File: config.mk
export PLATFORM = sky130hd
export DESIGN_NAME = gpio_line_message_irq_engine
export DESIGN_NICKNAME = d
export VERILOG_FILES = /design/src/gpio_line_message_irq_engine_unused.sv /design/src/gpio_msg_pkg.sv /design/src/gpio_line_message_irq_engine.sv
export SDC_FILE = /design/constraint.sdc
export NUM_CORES = 1
export LEC_CHECK = 0
export ABC_CLOCK_PERIOD_IN_PS = 3100
export BUFFER_PORTS_ARGS = -buffer_cell sky130_fd_sc_hd__buf_2
export CAP_MARGIN = 20
export CELL_PAD_IN_SITES_DETAIL_PLACEMENT = 1
export CELL_PAD_IN_SITES_GLOBAL_PLACEMENT = 2
export CORE_ASPECT_RATIO = 0.6
export CORE_MARGIN = 3
export CORE_UTILIZATION = 36
export CTS_CLUSTER_DIAMETER = 60
export CTS_CLUSTER_SIZE = 16
export DETAILED_ROUTE_END_ITERATION = 7
export GPL_ROUTABILITY_DRIVEN = 0
export PLACE_DENSITY = 0.82
export SYNTH_ARGS = -nofsm -noshare
export SYNTH_HDL_FRONTEND = slang
export SYNTH_SLANG_ARGS = --single-unit
File: constraint.sdc
create_clock -name I_CLOCK -period 3.1 [get_ports I_CLOCK]
set_input_delay 0.465 -clock I_CLOCK [delete_from_list [all_inputs] [get_ports I_CLOCK]]
set_output_delay 0.465 -clock I_CLOCK [all_outputs]
set_load 0.1 [all_outputs]
File: src/gpio_line_message_irq_engine_unused.sv
`timescale 1ns/10ps

File: src/gpio_msg_pkg.sv
package gpio_msg_pkg;

  localparam int unsigned NGPIO = 8;
  localparam int unsigned IDX_W = 3;
  localparam int unsigned ADDR_W = 12;

  // Register byte offsets
  localparam logic [11:0] ADDR_CMD_HEAD   = 12'h000;
  localparam logic [11:0] ADDR_CMD_VALUE  = 12'h004;
  localparam logic [11:0] ADDR_CMD_GO     = 12'h008;
  localparam logic [11:0] ADDR_CMD_RESP   = 12'h00C;
  localparam logic [11:0] ADDR_RESP_VALUE = 12'h010;
  localparam logic [11:0] ADDR_EVT_POST   = 12'h014;
  localparam logic [11:0] ADDR_EVT_POP    = 12'h018;
  localparam logic [11:0] ADDR_CONFIG     = 12'h01C;
  localparam logic [11:0] ADDR_NAMES_SIZE = 12'h020;
  localparam logic [11:0] ADDR_CTRL       = 12'h024;
  localparam logic [11:0] ADDR_LINE_STATE = 12'h028;

  // Field positions
  localparam int unsigned RESP_DONE_BIT = 31;
  localparam int unsigned POP_VALID_BIT = 31;
  localparam int unsigned POP_STAT_LSB  = 16;
  localparam int unsigned CTRL_IRQ_BIT  = 0;

  // Message types
  localparam logic [15:0] MSG_GET_NAMES       = 16'h0001;
  localparam logic [15:0] MSG_GET_DIR         = 16'h0002;
  localparam logic [15:0] MSG_SET_DIR         = 16'h0003;
  localparam logic [15:0] MSG_GET_LEVEL       = 16'h0004;
  localparam logic [15:0] SET_LEVEL_MESSAGE   = 16'h0005;
  localparam logic [15:0] SET_TRIGGER_MESSAGE = 16'h0006;

  // Direction codes
  localparam logic [1:0] DIR_NONE = 2'h0;
  localparam logic [1:0] DIR_OUT  = 2'h1;
  localparam logic [1:0] DIR_IN   = 2'h2;

  // Trigger codes
  localparam logic [7:0] TRIG_NONE    = 8'h00;
  localparam logic [7:0] TRIG_RISE    = 8'h01;
  localparam logic [7:0] TRIG_FALL    = 8'h02;
  localparam logic [7:0] TRIG_BOTH    = 8'h03;
  localparam logic [7:0] TRIG_LVL_HI  = 8'h04;
  localparam logic [7:0] TRIG_LVL_LO  = 8'h08;

  // Status codes
  localparam logic [7:0] STATUS_OK   = 8'h00;
  localparam logic [7:0] STATUS_ERR  = 8'h01;
  localparam logic [7:0] IRQ_INVALID = 8'h00;
  localparam logic [7:0] IRQ_VALID   = 8'h01;

  // Bus answers and reset values
  localparam logic [1:0]  AXI_OKAY   = 2'h0;
  localparam logic [1:0]  AXI_SLVERR = 2'h2;
  localparam logic [31:0] NAMES_SIZE = 32'h0000_0000;
  localparam logic [31:0] ZERO32     = 32'h0000_0000;

  typedef struct packed {
    logic [15:0] line;
    logic [15:0] msg_type;
    logic [31:0] value;
  } cmd_req_t;

  typedef struct packed {
    logic        done;
    logic [7:0]  status;
    logic [31:0] value;
  } cmd_resp_t;

  typedef struct packed {
    logic [1:0] dir;
    logic       level;
    logic [7:0] trig;
    logic       prev;
    logic       latched;
    logic       unmasked;
    logic       ret_pend;
    logic [7:0] ret_stat;
  } line_state_t;

  typedef enum logic [1:0] {
    CMD_IDLE = 2'b01,
    CMD_EXEC = 2'b10
  } cmd_state_t;

endpackage

File: src/gpio_line_message_irq_engine.sv
`timescale 1ns/10ps
// Summary of operation
// - Set-level stores level, drives it when output, replies value zero.
// - Delivery needs both enable by trigger request and unmask by posting.
// - Edge triggers latch from enable onward, even masked; report on unmask.
// - Level triggers never latch; report only while enabled and unmasked.
// - Disabling with no-trigger clears any latched event of the line.
// - All lines masked after reset; one posted pair unmasks one line.
// - Active interrupt returns pair with valid status, line masks again.
// - Disable or unmask without enable returns pair invalid, masked.
// - Every command response fully filled with ok or error status.
// - Request fields only read by device; only response written.
// - Same-line messages execute and answer in arrival order.
// - Different-line messages may complete in any order.
// - Direction none discards level, trigger and latched events.
// - Names block size reads zero since no line names exist.
// - Event post carries 16-bit line number, must be below count.
// - Set-level type 0x0005, set-trigger type 0x0006.
// - Trigger codes 0,1,2,3,4 and 0x08 for none to level low.
// - Direction 0 none deactivates, 1 output, 2 input activates.
module gpio_line_message_irq_engine
  import gpio_msg_pkg::*;
(
  input  wire logic              I_CLOCK,
  input  wire logic              I_SRST,
  input  wire logic [ADDR_W-1:0] I_AWADDR,
  input  wire logic              I_AWVALID,
  output logic                   O_AWREADY,
  input  wire logic [31:0]       I_WDATA,
  input  wire logic [3:0]        I_WSTRB,
  input  wire logic              I_WVALID,
  output logic                   O_WREADY,
  output logic [1:0]             O_BRESP,
  output logic                   O_BVALID,
  input  wire logic              I_BREADY,
  input  wire logic [ADDR_W-1:0] I_ARADDR,
  input  wire logic              I_ARVALID,
  output logic                   O_ARREADY,
  output logic [31:0]            O_RDATA,
  output logic [1:0]             O_RRESP,
  output logic                   O_RVALID,
  input  wire logic              I_RREADY,
  input  wire logic [NGPIO-1:0]  I_GPIO_IN,
  output logic [NGPIO-1:0]       O_GPIO_OUT,
  output logic [NGPIO-1:0]       O_GPIO_OE
);

  // Bus state
  logic [ADDR_W-1:0] awaddr_q, awaddr_d;
  logic              aw_full_q, aw_full_d;
  logic [31:0]       wdata_q, wdata_d;
  logic [3:0]        wstrb_q, wstrb_d;
  logic              w_full_q, w_full_d;
  logic              bvalid_q, bvalid_d;
  logic [1:0]        bresp_q, bresp_d;
  logic              rvalid_q, rvalid_d;
  logic [1:0]        rresp_q, rresp_d;
  logic [31:0]       rdata_q, rdata_d;

  // Engine state
  cmd_state_t        state_q, state_d;
  cmd_req_t          req_q, req_d;
  cmd_resp_t         resp_q, resp_d;
  logic              irq_en_q, irq_en_d;
  line_state_t       lines_q [NGPIO], lines_d [NGPIO];
  logic              wr_fire, rd_fire, pop_hit;
  logic [IDX_W-1:0]  pop_idx;
  logic [31:0]       wmask, pop_word;
  logic [NGPIO-1:0]  pend_vec, oe_vec, lvl_vec;

  assign O_AWREADY = !aw_full_q && !bvalid_q;
  assign O_WREADY  = !w_full_q && !bvalid_q;
  assign O_ARREADY = !rvalid_q;
  assign O_BVALID  = bvalid_q;
  assign O_BRESP   = bresp_q;
  assign O_RVALID  = rvalid_q;
  assign O_RRESP   = rresp_q;
  assign O_RDATA   = rdata_q;
  assign wr_fire   = aw_full_q && w_full_q && !bvalid_q;
  assign rd_fire   = I_ARVALID && !rvalid_q;
  assign wmask     = {{8{wstrb_q[3]}}, {8{wstrb_q[2]}},
                      {8{wstrb_q[1]}}, {8{wstrb_q[0]}}};

  // Per-line views and lowest pending returned pair
  always_comb begin
    pop_hit  = 1'b0;
    pop_idx  = '0;
    pend_vec = '0;
    oe_vec   = '0;
    lvl_vec  = '0;
    for (int i = NGPIO - 1; i >= 0; i--) begin
      pend_vec[i] = lines_q[i].ret_pend;
      oe_vec[i]   = (lines_q[i].dir == DIR_OUT);
      lvl_vec[i]  = lines_q[i].level;
      if (lines_q[i].ret_pend) begin
        pop_hit = 1'b1;
        pop_idx = IDX_W'(i);
      end
    end
    pop_word = ZERO32;
    if (pop_hit) begin
      pop_word[POP_VALID_BIT] = 1'b1;
      pop_word[POP_STAT_LSB +: 8] = lines_q[pop_idx].ret_stat;
      pop_word[15:0] = 16'(pop_idx);
    end
  end

  assign O_GPIO_OUT = lvl_vec & oe_vec;
  assign O_GPIO_OE  = oe_vec;

  // AXI4-Lite slave
  always_comb begin
    awaddr_d  = awaddr_q;
    aw_full_d = aw_full_q;
    wdata_d   = wdata_q;
    wstrb_d   = wstrb_q;
    w_full_d  = w_full_q;
    bvalid_d  = bvalid_q;
    bresp_d   = bresp_q;
    rvalid_d  = rvalid_q;
    rresp_d   = rresp_q;
    rdata_d   = rdata_q;
    if (I_AWVALID && O_AWREADY) begin
      awaddr_d  = I_AWADDR;
      aw_full_d = 1'b1;
    end
    if (I_WVALID && O_WREADY) begin
      wdata_d  = I_WDATA;
      wstrb_d  = I_WSTRB;
      w_full_d = 1'b1;
    end
    if (wr_fire) begin
      aw_full_d = 1'b0;
      w_full_d  = 1'b0;
      bvalid_d  = 1'b1;
      bresp_d   = AXI_SLVERR;
      if (awaddr_q == ADDR_CMD_HEAD || awaddr_q == ADDR_CMD_VALUE ||
          awaddr_q == ADDR_CMD_GO || awaddr_q == ADDR_EVT_POST ||
          awaddr_q == ADDR_CTRL) begin
        bresp_d = AXI_OKAY;
      end
    end else if (bvalid_q && I_BREADY) begin
      bvalid_d = 1'b0;
    end
    if (rd_fire) begin
      rvalid_d = 1'b1;
      rresp_d  = AXI_OKAY;
      if (I_ARADDR == ADDR_CMD_HEAD) begin
        rdata_d = {req_q.line, req_q.msg_type};
      end else if (I_ARADDR == ADDR_CMD_VALUE) begin
        rdata_d = req_q.value;
      end else if (I_ARADDR == ADDR_CMD_RESP) begin
        rdata_d = ZERO32;
        rdata_d[RESP_DONE_BIT] = resp_q.done;
        rdata_d[7:0] = resp_q.status;
      end else if (I_ARADDR == ADDR_RESP_VALUE) begin
        rdata_d = resp_q.value;
      end else if (I_ARADDR == ADDR_EVT_POP) begin
        rdata_d = pop_word;
      end else if (I_ARADDR == ADDR_CONFIG) begin
        rdata_d = 32'(NGPIO);
      end else if (I_ARADDR == ADDR_NAMES_SIZE) begin
        rdata_d = NAMES_SIZE;
      end else if (I_ARADDR == ADDR_CTRL) begin
        rdata_d = 32'(irq_en_q);
      end else if (I_ARADDR == ADDR_LINE_STATE) begin
        rdata_d = {8'h00, oe_vec, pend_vec, I_GPIO_IN};
      end else begin
        rdata_d = ZERO32;
        rresp_d = AXI_SLVERR;
      end
    end else if (rvalid_q && I_RREADY) begin
      rvalid_d = 1'b0;
    end
  end

  always_ff @(posedge I_CLOCK) begin
    if (I_SRST) begin
      awaddr_q  <= '0;
      aw_full_q <= 1'b0;
      wdata_q   <= ZERO32;
      wstrb_q   <= '0;
      w_full_q  <= 1'b0;
      bvalid_q  <= 1'b0;
      bresp_q   <= AXI_OKAY;
      rvalid_q  <= 1'b0;
      rresp_q   <= AXI_OKAY;
      rdata_q   <= ZERO32;
    end else begin
      awaddr_q  <= awaddr_d;
      aw_full_q <= aw_full_d;
      wdata_q   <= wdata_d;
      wstrb_q   <= wstrb_d;
      w_full_q  <= w_full_d;
      bvalid_q  <= bvalid_d;
      bresp_q   <= bresp_d;
      rvalid_q  <= rvalid_d;
      rresp_q   <= rresp_d;
      rdata_q   <= rdata_d;
    end
  end

  // Command engine and line state
  always_comb begin
    logic [IDX_W-1:0] idx, pidx;
    logic             rise, fall, edge_hit, lvl_hit, line_ok;
    idx      = req_q.line[IDX_W-1:0];
    pidx     = wdata_q[IDX_W-1:0];
    rise     = 1'b0;
    fall     = 1'b0;
    edge_hit = 1'b0;
    lvl_hit  = 1'b0;
    line_ok  = (req_q.line < 16'(NGPIO));
    state_d  = state_q;
    req_d    = req_q;
    resp_d   = resp_q;
    irq_en_d = irq_en_q;
    lines_d  = lines_q;
    for (int i = 0; i < NGPIO; i++) begin
      rise = I_GPIO_IN[i] && !lines_q[i].prev;
      fall = !I_GPIO_IN[i] && lines_q[i].prev;
      edge_hit = (lines_q[i].trig[0] && rise) ||
                 (lines_q[i].trig[1] && fall);
      lvl_hit = (lines_q[i].trig == TRIG_LVL_HI && I_GPIO_IN[i]) ||
                (lines_q[i].trig == TRIG_LVL_LO && !I_GPIO_IN[i]);
      lines_d[i].prev = I_GPIO_IN[i];
      if (lines_q[i].unmasked &&
          (lines_q[i].latched || edge_hit || lvl_hit)) begin
        lines_d[i].unmasked = 1'b0;
        lines_d[i].latched  = 1'b0;
        lines_d[i].ret_pend = 1'b1;
        lines_d[i].ret_stat = IRQ_VALID;
      end else if (edge_hit) begin
        lines_d[i].latched = 1'b1;
      end
    end
    if (rd_fire && I_ARADDR == ADDR_EVT_POP && pop_hit &&
        lines_d[pop_idx].unmasked == lines_q[pop_idx].unmasked) begin
      lines_d[pop_idx].ret_pend = 1'b0;
    end
    if (wr_fire) begin
      if (awaddr_q == ADDR_CMD_HEAD) begin
        {req_d.line, req_d.msg_type} =
          ({req_q.line, req_q.msg_type} & ~wmask) | (wdata_q & wmask);
      end else if (awaddr_q == ADDR_CMD_VALUE) begin
        req_d.value = (req_q.value & ~wmask) | (wdata_q & wmask);
      end else if (awaddr_q == ADDR_CMD_GO && state_q == CMD_IDLE) begin
        state_d     = CMD_EXEC;
        resp_d.done = 1'b0;
      end else if (awaddr_q == ADDR_CTRL) begin
        irq_en_d = wdata_q[CTRL_IRQ_BIT];
      end else if (awaddr_q == ADDR_EVT_POST &&
                   wdata_q[15:0] < 16'(NGPIO)) begin
        if (lines_q[pidx].trig == TRIG_NONE) begin
          lines_d[pidx].ret_pend = 1'b1;
          lines_d[pidx].ret_stat = IRQ_INVALID;
        end else begin
          lines_d[pidx].unmasked = 1'b1;
        end
      end
    end
    case (state_q)
      CMD_IDLE: begin
        state_d = state_d;
      end
      CMD_EXEC: begin
        state_d       = CMD_IDLE;
        resp_d.done   = 1'b1;
        resp_d.status = STATUS_ERR;
        resp_d.value  = ZERO32;
        if (line_ok) begin
          if (req_q.msg_type == MSG_GET_DIR) begin
            resp_d.status = STATUS_OK;
            resp_d.value  = 32'(lines_q[idx].dir);
          end else if (req_q.msg_type == MSG_GET_LEVEL) begin
            resp_d.status = STATUS_OK;
            resp_d.value  = 32'(I_GPIO_IN[idx]);
          end else if (req_q.msg_type == SET_LEVEL_MESSAGE &&
                       req_q.value < 32'h0000_0002) begin
            resp_d.status       = STATUS_OK;
            lines_d[idx].level  = req_q.value[0];
          end else if (req_q.msg_type == MSG_SET_DIR &&
                       req_q.value <= 32'(DIR_IN)) begin
            resp_d.status     = STATUS_OK;
            lines_d[idx].dir  = req_q.value[1:0];
            if (req_q.value[1:0] == DIR_NONE) begin
              lines_d[idx].level   = 1'b0;
              lines_d[idx].trig    = TRIG_NONE;
              lines_d[idx].latched = 1'b0;
              if (lines_q[idx].unmasked) begin
                lines_d[idx].unmasked = 1'b0;
                lines_d[idx].ret_pend = 1'b1;
                lines_d[idx].ret_stat = IRQ_INVALID;
              end
            end
          end else if (req_q.msg_type == SET_TRIGGER_MESSAGE && irq_en_q &&
                       lines_q[idx].dir != DIR_OUT &&
                       (req_q.value <= 32'(TRIG_LVL_HI) ||
                        req_q.value == 32'(TRIG_LVL_LO))) begin
            resp_d.status        = STATUS_OK;
            lines_d[idx].trig    = req_q.value[7:0];
            lines_d[idx].latched = 1'b0;
            if (req_q.value[7:0] == TRIG_NONE && lines_q[idx].unmasked) begin
              lines_d[idx].unmasked = 1'b0;
              lines_d[idx].ret_pend = 1'b1;
              lines_d[idx].ret_stat = IRQ_INVALID;
            end
          end
        end
      end
      default: begin
        state_d = CMD_IDLE;
      end
    endcase
  end

  always_ff @(posedge I_CLOCK) begin
    if (I_SRST) begin
      state_q  <= CMD_IDLE;
      req_q    <= '0;
      resp_q   <= '0;
      irq_en_q <= 1'b0;
      lines_q  <= '{default: '0};
    end else begin
      state_q  <= state_d;
      req_q    <= req_d;
      resp_q   <= resp_d;
      irq_en_q <= irq_en_d;
      lines_q  <= lines_d;
    end
  end

endmodule // gpio_line_message_irq_engine

# Word-level counts from Yosys, hierarchy flattened
# Index checks and enable logic that the tools add are counted.
dict set report totals {
  regBits 380
  latch_bits 0
  romBits 0
  mem_bits_rw 0
  memories 0
  inputBits 75
  word_cells 456
}
dict set report op_classes {
  n_shift 0
  n_mul 0
  n_reduce_logical 152
  n_div 0
  magnitude_cmp 12
  n_eq_ne 48
  bitwise 14
  addsub 0
  muxes 148
}
# operator count
set op_table {}
lappend op_table {{$mux W184} 18}
lappend op_table {{$bwmux W184} 17}
lappend op_table {{$demux W23 S3} 11}
lappend op_table {{$bmux W23 S3} 4}
lappend op_table {{$mux W32} 5}
lappend op_table {{$mux W10} 14}
lappend op_table {{$mux W24} 5}
lappend op_table {{$and A32 B32 Y32} 3}
lappend op_table {{$logic_and A1 B1 Y1} 79}
lappend op_table {{$mux W23} 3}
lappend op_table {{$mux W33} 2}
lappend op_table {{$eq A8 B3 Y1 const B} 8}
lappend op_table {{$eq A8 B4 Y1 const B} 8}
lappend op_table {{$or A32 B32 Y32} 2}
lappend op_table {{$mux W20} 3}
lappend op_table {{$eq A12 B5 Y1 const B} 4}
lappend op_table {{$eq A12 B6 Y1 const B} 4}
lappend op_table {{$eq A16 B3 Y1 const B} 3}
lappend op_table {{$mux W41} 1}
lappend op_table {{$mux W1} 39}
lappend op_table {{$logic_or A1 B1 Y1} 37}
lappend op_table {{$eq A16 B2 Y1 const B} 2}
lappend op_table {{$eq A32 B4 Y1 const B} 1}
lappend op_table {{$le A32 B2 Y1 const B} 1}
lappend op_table {{33 further kinds} 100}

# Logic depth before layout (Yosys ltp)
dict set report logic_depth {
  word_depth 39
  ltp_mapped 11
  depth_no_buf 8
}

# Worst setup path after synthesis
# No wires, ideal clock.
dict set report synth_timing {
  path_kind {register to register}
  from {reg bvalid_q (netlist: O_BVALID)}
  to {reg wdata_q[21]}
  path_slack_ns -0.092
  required_ns 3.030
  setup_ns 0.070
  period_less_slack_ns 3.192
  path_buffers 2
  path_stages_with_launch 7
  t_arrival_ns 3.122
  path_cell_list {dfxtp_1 nor2_1 and2_1 clkbuf_1 clkbuf_1 nand2_1 a21oi_1}
}
dict set report synth_via {
  elab_chain_cells 3
}
# element line
set synth_rtl {}
lappend synth_rtl {{start, declared} gpio_line_message_irq_engine.sv:54} ;# logic bvalid_q, bvalid_d;
lappend synth_rtl {{start signal, assigned} gpio_line_message_irq_engine.sv:195} ;# bvalid_q <= bvalid_d;
lappend synth_rtl {{$logic_not A1 Y1} gpio_line_message_irq_engine.sv:72} ;# assign O_WREADY = !w_full_q && !bvalid_q;
lappend synth_rtl {{$logic_and A1 B1 Y1} gpio_line_message_irq_engine.sv:72}
lappend synth_rtl {{net O_WREADY} gpio_line_message_irq_engine.sv:32} ;# output logic O_WREADY,
lappend synth_rtl {{$logic_and A1 B1 Y1} gpio_line_message_irq_engine.sv:127} ;# if (I_WVALID && O_WREADY) begin
lappend synth_rtl {{end signal, assigned} gpio_line_message_irq_engine.sv:192} ;# wdata_q <= wdata_d;
lappend synth_rtl {{end, declared} gpio_line_message_irq_engine.sv:51} ;# logic [31:0] wdata_q, wdata_d;
# The timed path passes the listed nets, and every way through them passes these cells.
# A chain may end at the register's enable or synchronous reset.

# Worst setup path after layout
dict set report layout_timing {
  from {reg lines_q[123] (netlist name)}
  to {reg lines_q[123] (netlist name)}
}
dict set report layout_via {
  elab_chain_cells 34
  elab_cells_between_ends 57
}
# element line
set layout_rtl {}
lappend layout_rtl {{start, declared} gpio_line_message_irq_engine.sv:65} ;# line_state_t lines_q [NGPIO], lines_d [NGPIO];
lappend layout_rtl {{start signal, assigned} gpio_line_message_irq_engine.sv:329} ;# lines_q <= lines_d;
lappend layout_rtl {{$mux W3 (3 in series)} gpio_line_message_irq_engine.sv:95} ;# if (lines_q[i].ret_pend) begin
lappend layout_rtl {{$not A3 Y4 (not written as such)} {gpio_line_message_irq_engine.sv:238, gpio_line_message_irq_engine.sv:239}}
lappend layout_rtl {{$ge A4 B4 Y1 (not written as such), or another cell as far along} gpio_line_message_irq_engine.sv:239} ;# lines_d[pop_idx].ret_pend = 1'b0;
lappend layout_rtl {{$logic_and A1 B1 Y1 (not written as such) / $mux W10 (equally long branches)} {gpio_line_message_irq_engine.sv:239, gpio_line_message_irq_engine.sv:238}}
lappend layout_rtl {{$mux W9 (not written as such) / $mux W10 (equally long branches)} {gpio_line_message_irq_engine.sv:239, gpio_line_message_irq_engine.sv:238}}
lappend layout_rtl {{$demux W23 S3 / $eq A1 B1 Y1 (equally long branches)} {gpio_line_message_irq_engine.sv:239, gpio_line_message_irq_engine.sv:238}}
lappend layout_rtl {{$bwmux W184 / $logic_and A1 B1 Y1 (equally long branches)} {gpio_line_message_irq_engine.sv:239, gpio_line_message_irq_engine.sv:237}}
lappend layout_rtl {{$mux W184 *} gpio_line_message_irq_engine.sv:237} ;# if (rd_fire && I_ARADDR == ADDR_EVT_POP && pop_hit &&
lappend layout_rtl {{(+16 left out)} --}
lappend layout_rtl {{$mux W184} gpio_line_message_irq_engine.sv:290} ;# if (lines_q[idx].unmasked) begin
lappend layout_rtl {{$mux W184} gpio_line_message_irq_engine.sv:286} ;# if (req_q.value[1:0] == DIR_NONE) begin
lappend layout_rtl {{$mux W184} gpio_line_message_irq_engine.sv:282} ;# end else if (req_q.msg_type == MSG_SET_DIR &&
lappend layout_rtl {{$mux W184} gpio_line_message_irq_engine.sv:278} ;# end else if (req_q.msg_type == SET_LEVEL_MESSAGE &&
lappend layout_rtl {{$mux W184} gpio_line_message_irq_engine.sv:275} ;# end else if (req_q.msg_type == MSG_GET_LEVEL) begin
lappend layout_rtl {{$mux W184} gpio_line_message_irq_engine.sv:272} ;# if (req_q.msg_type == MSG_GET_DIR) begin
lappend layout_rtl {{$mux W184} gpio_line_message_irq_engine.sv:271} ;# if (line_ok) begin
lappend layout_rtl {{$mux W184 *} gpio_line_message_irq_engine.sv:262} ;# case (state_q)
# Every way passes the cells marked *; elsewhere a longest branch is shown, timed or not. The select of a mux whose other input is x is not followed.

==> impl_metrics.csv <==
group,metric,value,unit
logic_synthesis,synth_area_leader_cell,"dfxtp_1",
final_layout,fillerInstances,4674,
critical_path,end_kind,"register",
status,violations,"design-rule violations",
floorplanning,rows,56,
floorplanning,start_util,36.69,%
drt,via_count,13880,
clocking,htree_levels,1,
critical_path,rrSetupSlack,0.11,ns
logic_synthesis,syn-cell-area,0.01442,mm2
drt,drc_errors,5,
flow_run,cap_violations,0,
clocking,cts_buffers,26,
clocking,cts_root_buffer,"clkbuf_16",
logic_synthesis,syn_area_per_cell,8.361,um2
final_layout,multi_input_area,0.007143,mm2
placed_design,hpwl,40.54,mm
critical_path,crit_chain,"nor4_1, nand2_1, buf_4, o22ai_1, a211oi_1, a211o_1, o22ai_1, a31oi_1",
placed_design,pre_cts_ws,0.08274,ns
critical_path,critPathMaxFanout,6,
timing,skew,0.02519,ns
critical_path,cp.required,3.53,ns
grt,grt_max_degree,91,
floorplanning,io_pins,132,
clocking,cts.path.max_buffers,3,
timing,hold_violations,0,
drt,wl_per_cell,22.16,um
floorplanning,coreArea,0.03931,mm2
clocking,cts_tree,"yes",
critical_path,crit_type,"register to register",
clocking,clock_sinks,341,
final_layout,area_delta_synth_final,17.59,%
logic_synthesis,synthDominantCellAreaShare,47.33,%
floorplanning,die_h,161.0,um
drt,ant_nets,0,
clocking,clk-insertion-delay-late,0.57,ns
logic_synthesis,async_reset_ff_share,0,%
final_layout,regArea,0.006827,mm2
grt,grt_pass1_vias,13540,
logic_synthesis,yosysSeqAreaShare,47.33,%
grt,antenna_found_initial,4,
critical_path,critical_path.slowest_cell,"nor4_1",
critical_path,slowest_delay,0.87,ns
placed_design,place.port_buffers,129,
timing,period_needed,2.988,ns
timing,slew_headroom,33.65,%
timing,fin_tns_setup,0,ns
critical_path,start_kind,"register",
timing,post-route-period-util,96.38,%
status,status,"complete, but fails checks",
timing,setup_viol,0,
critical_path,startpoint,"lines_q[123]",
power,power_density,497.9,mW/mm2
logic_synthesis,synth_edf_count,0,
hold_path,min-delay-start,"I_RREADY",
timing,setup_ws,0.1123,ns
logic_synthesis,synthCells,1725,
floorplanning,dieArea,0.04258,mm2
power,cellLeakagePower,6.381,nW
clocking,hold_buffers,0,
grt,grt_pass1_wl,81.70,mm
timing,worst_slew_pin_slew,0.9861,ns
critical_path,worstPathArrival,3.42,ns
timing,grt_setup_unrepaired,"no",
logic_synthesis,synth_cell_types,78,
floorplanning,fp.dieW,264.4,um
logic_synthesis,synth_seq_cells,341,
logic_synthesis,synth_warnings,0,
timing,fmax,334.7,MHz
final_layout,layout_commonest_cell,"dfxtp_1",
logic_synthesis,synthFlopType,"dfxtp_1",
grt,track_usage,24.42,%
drt,drtIter0Drc,1353,
drt,routed_wl,53.58,mm
critical_path,crit_top_cell,"o22ai_1",
final_layout,drive_gt1_share,16.26,%
logic_synthesis,synthTopCellsByArea,"dfxtp_1 (47%), nand2_1 (8.0%), a21oi_1 (6.2%)",
hold_path,holdCritPathClass,"primary input to register",
critical_path,rr_startpoint,"lines_q[123]",
timing,finalMaxSlewViolations,0,
drt,dr.pass1.iters,8,
critical_path,ff2ff_path_depth,8,
critical_path,cp-endpoint,"lines_q[123]",
final_layout,mostFrequentLayoutCells,"dfxtp_1 (341), nand2_1 (307), a21oi_1 (178), buf_2 (128), nor2_1 (120)",
power,ir_drop,0.0003900,V
drt,via_per_inst,5.741,
critical_path,timing.rr.end,"lines_q[123]",
grt,grt_overflow,0,
clocking,clkTransAtPathRegs,0.08,ns
final_layout,fin_nets,1964,
[synth_stat cells, types with 13 or more instances]
cell type and count:
o221ai_1 16, nand2_1 307, and2_1 89, and3b_1 17, nor2_1 121, nand4_1 14
and3_1 24, o22ai_1 28, a221oi_1 13, nor3b_1 17, o21ai_0 60, nor2b_1 35
a21oi_1 178, nand2b_1 13, nor3_1 43, clkbuf_1 84, dfxtp_1 341, a211oi_1 22
nor4_1 38, nand3_1 25, inv_1 25, nand3b_1 40
[cell type report]
class,instances,area share [%]
multi-input cells,1258,42.12
inverters,25,0.5533
diodes,2,0.02951
repair buffers,237,8.934
clock inverters,3,0.1549
clock buffers,30,4.109
well taps,522,3.851
flip-flops and latches,341,40.25
[worst max-delay path: cells and delay by family, from the launching register on]
family	cells	cell delay [ns]
simple gates	2	1.30
compound gates	5	0.88
buf+inv	1	0.26
flops	1	0.41
[power breakdown]
part / total (mW) / switching (mW) / internal, mW
logic: 0.719 / 0.533 / 0.186
registers: 4.53 / 0.0728 / 4.45
clock network: 3.20 / 1.61 / 1.59
total: 8.44 / 2.22 / 6.23
[how the worst min path moves through the flow]
stage / end / cells after the start
4_1_cts: O_RVALID / 2
5_1_grt: O_RVALID / 2
6_report: O_RVALID / 2
3_5_place_dp: lines_q[17] / 1
3_3_place_gp: lines_q[99] / 2
2_1_floorplan: lines_q[30] / 2
[cell families after synthesis]
group | share of synthesized area, %
AOI/OAI and AO/OA | 18.61
buffers and inverters | 3.470
DFF | 47.33
muxes | 1.457
other | 0.02600
and+or+nand+nor | 29.11
[layer usage]
| layer | track usage [%] | routed length (um) | part of all wire (%) | vias to the layer above |
|---|---|---|---|---|
| met5 | 0 | 36 | 0.067 | - |
| met3 | 7.369 | 5174 | 9.7 | 55 |
| met1 | 37.20 | 26290 | 49 | 6921 |
| met4 | 2.718 | 585 | 1.1 | 6 |
| met2 | 34.66 | 21500 | 40 | 433 |
| li1 | - | - | - | 6466 |
[per-stage QoR]
| stage | hold WS [ns] | instance area [um2] | power [mW] | utilization (%) | std cells |
|---|---|---|---|---|---|
| floorplan | 0.4236 | 14450 | 5.108 | - | 1726 |
| global placement | 0.4374 | 16220 | 5.332 | 41.25 | 2382 |
| detailed placement | 0.4444 | 16220 | 5.347 | 41.25 | 2382 |
| CTS | 0.07871 | 16940 | 8.529 | 43.09 | 2415 |
| global route | 0.08935 | 16960 | 8.739 | 43.13 | 2416 |
| finish | 0.09697 | 16960 | 8.444 | 43.15 | 2418 |
[repair_timing]
item,4_1_cts,5_1_grt
gates resized for setup,0,1
setup buffers,0,1
endpoints found under the setup margin,0,9
No activity file was read; power rests on OpenSTA's default activity.
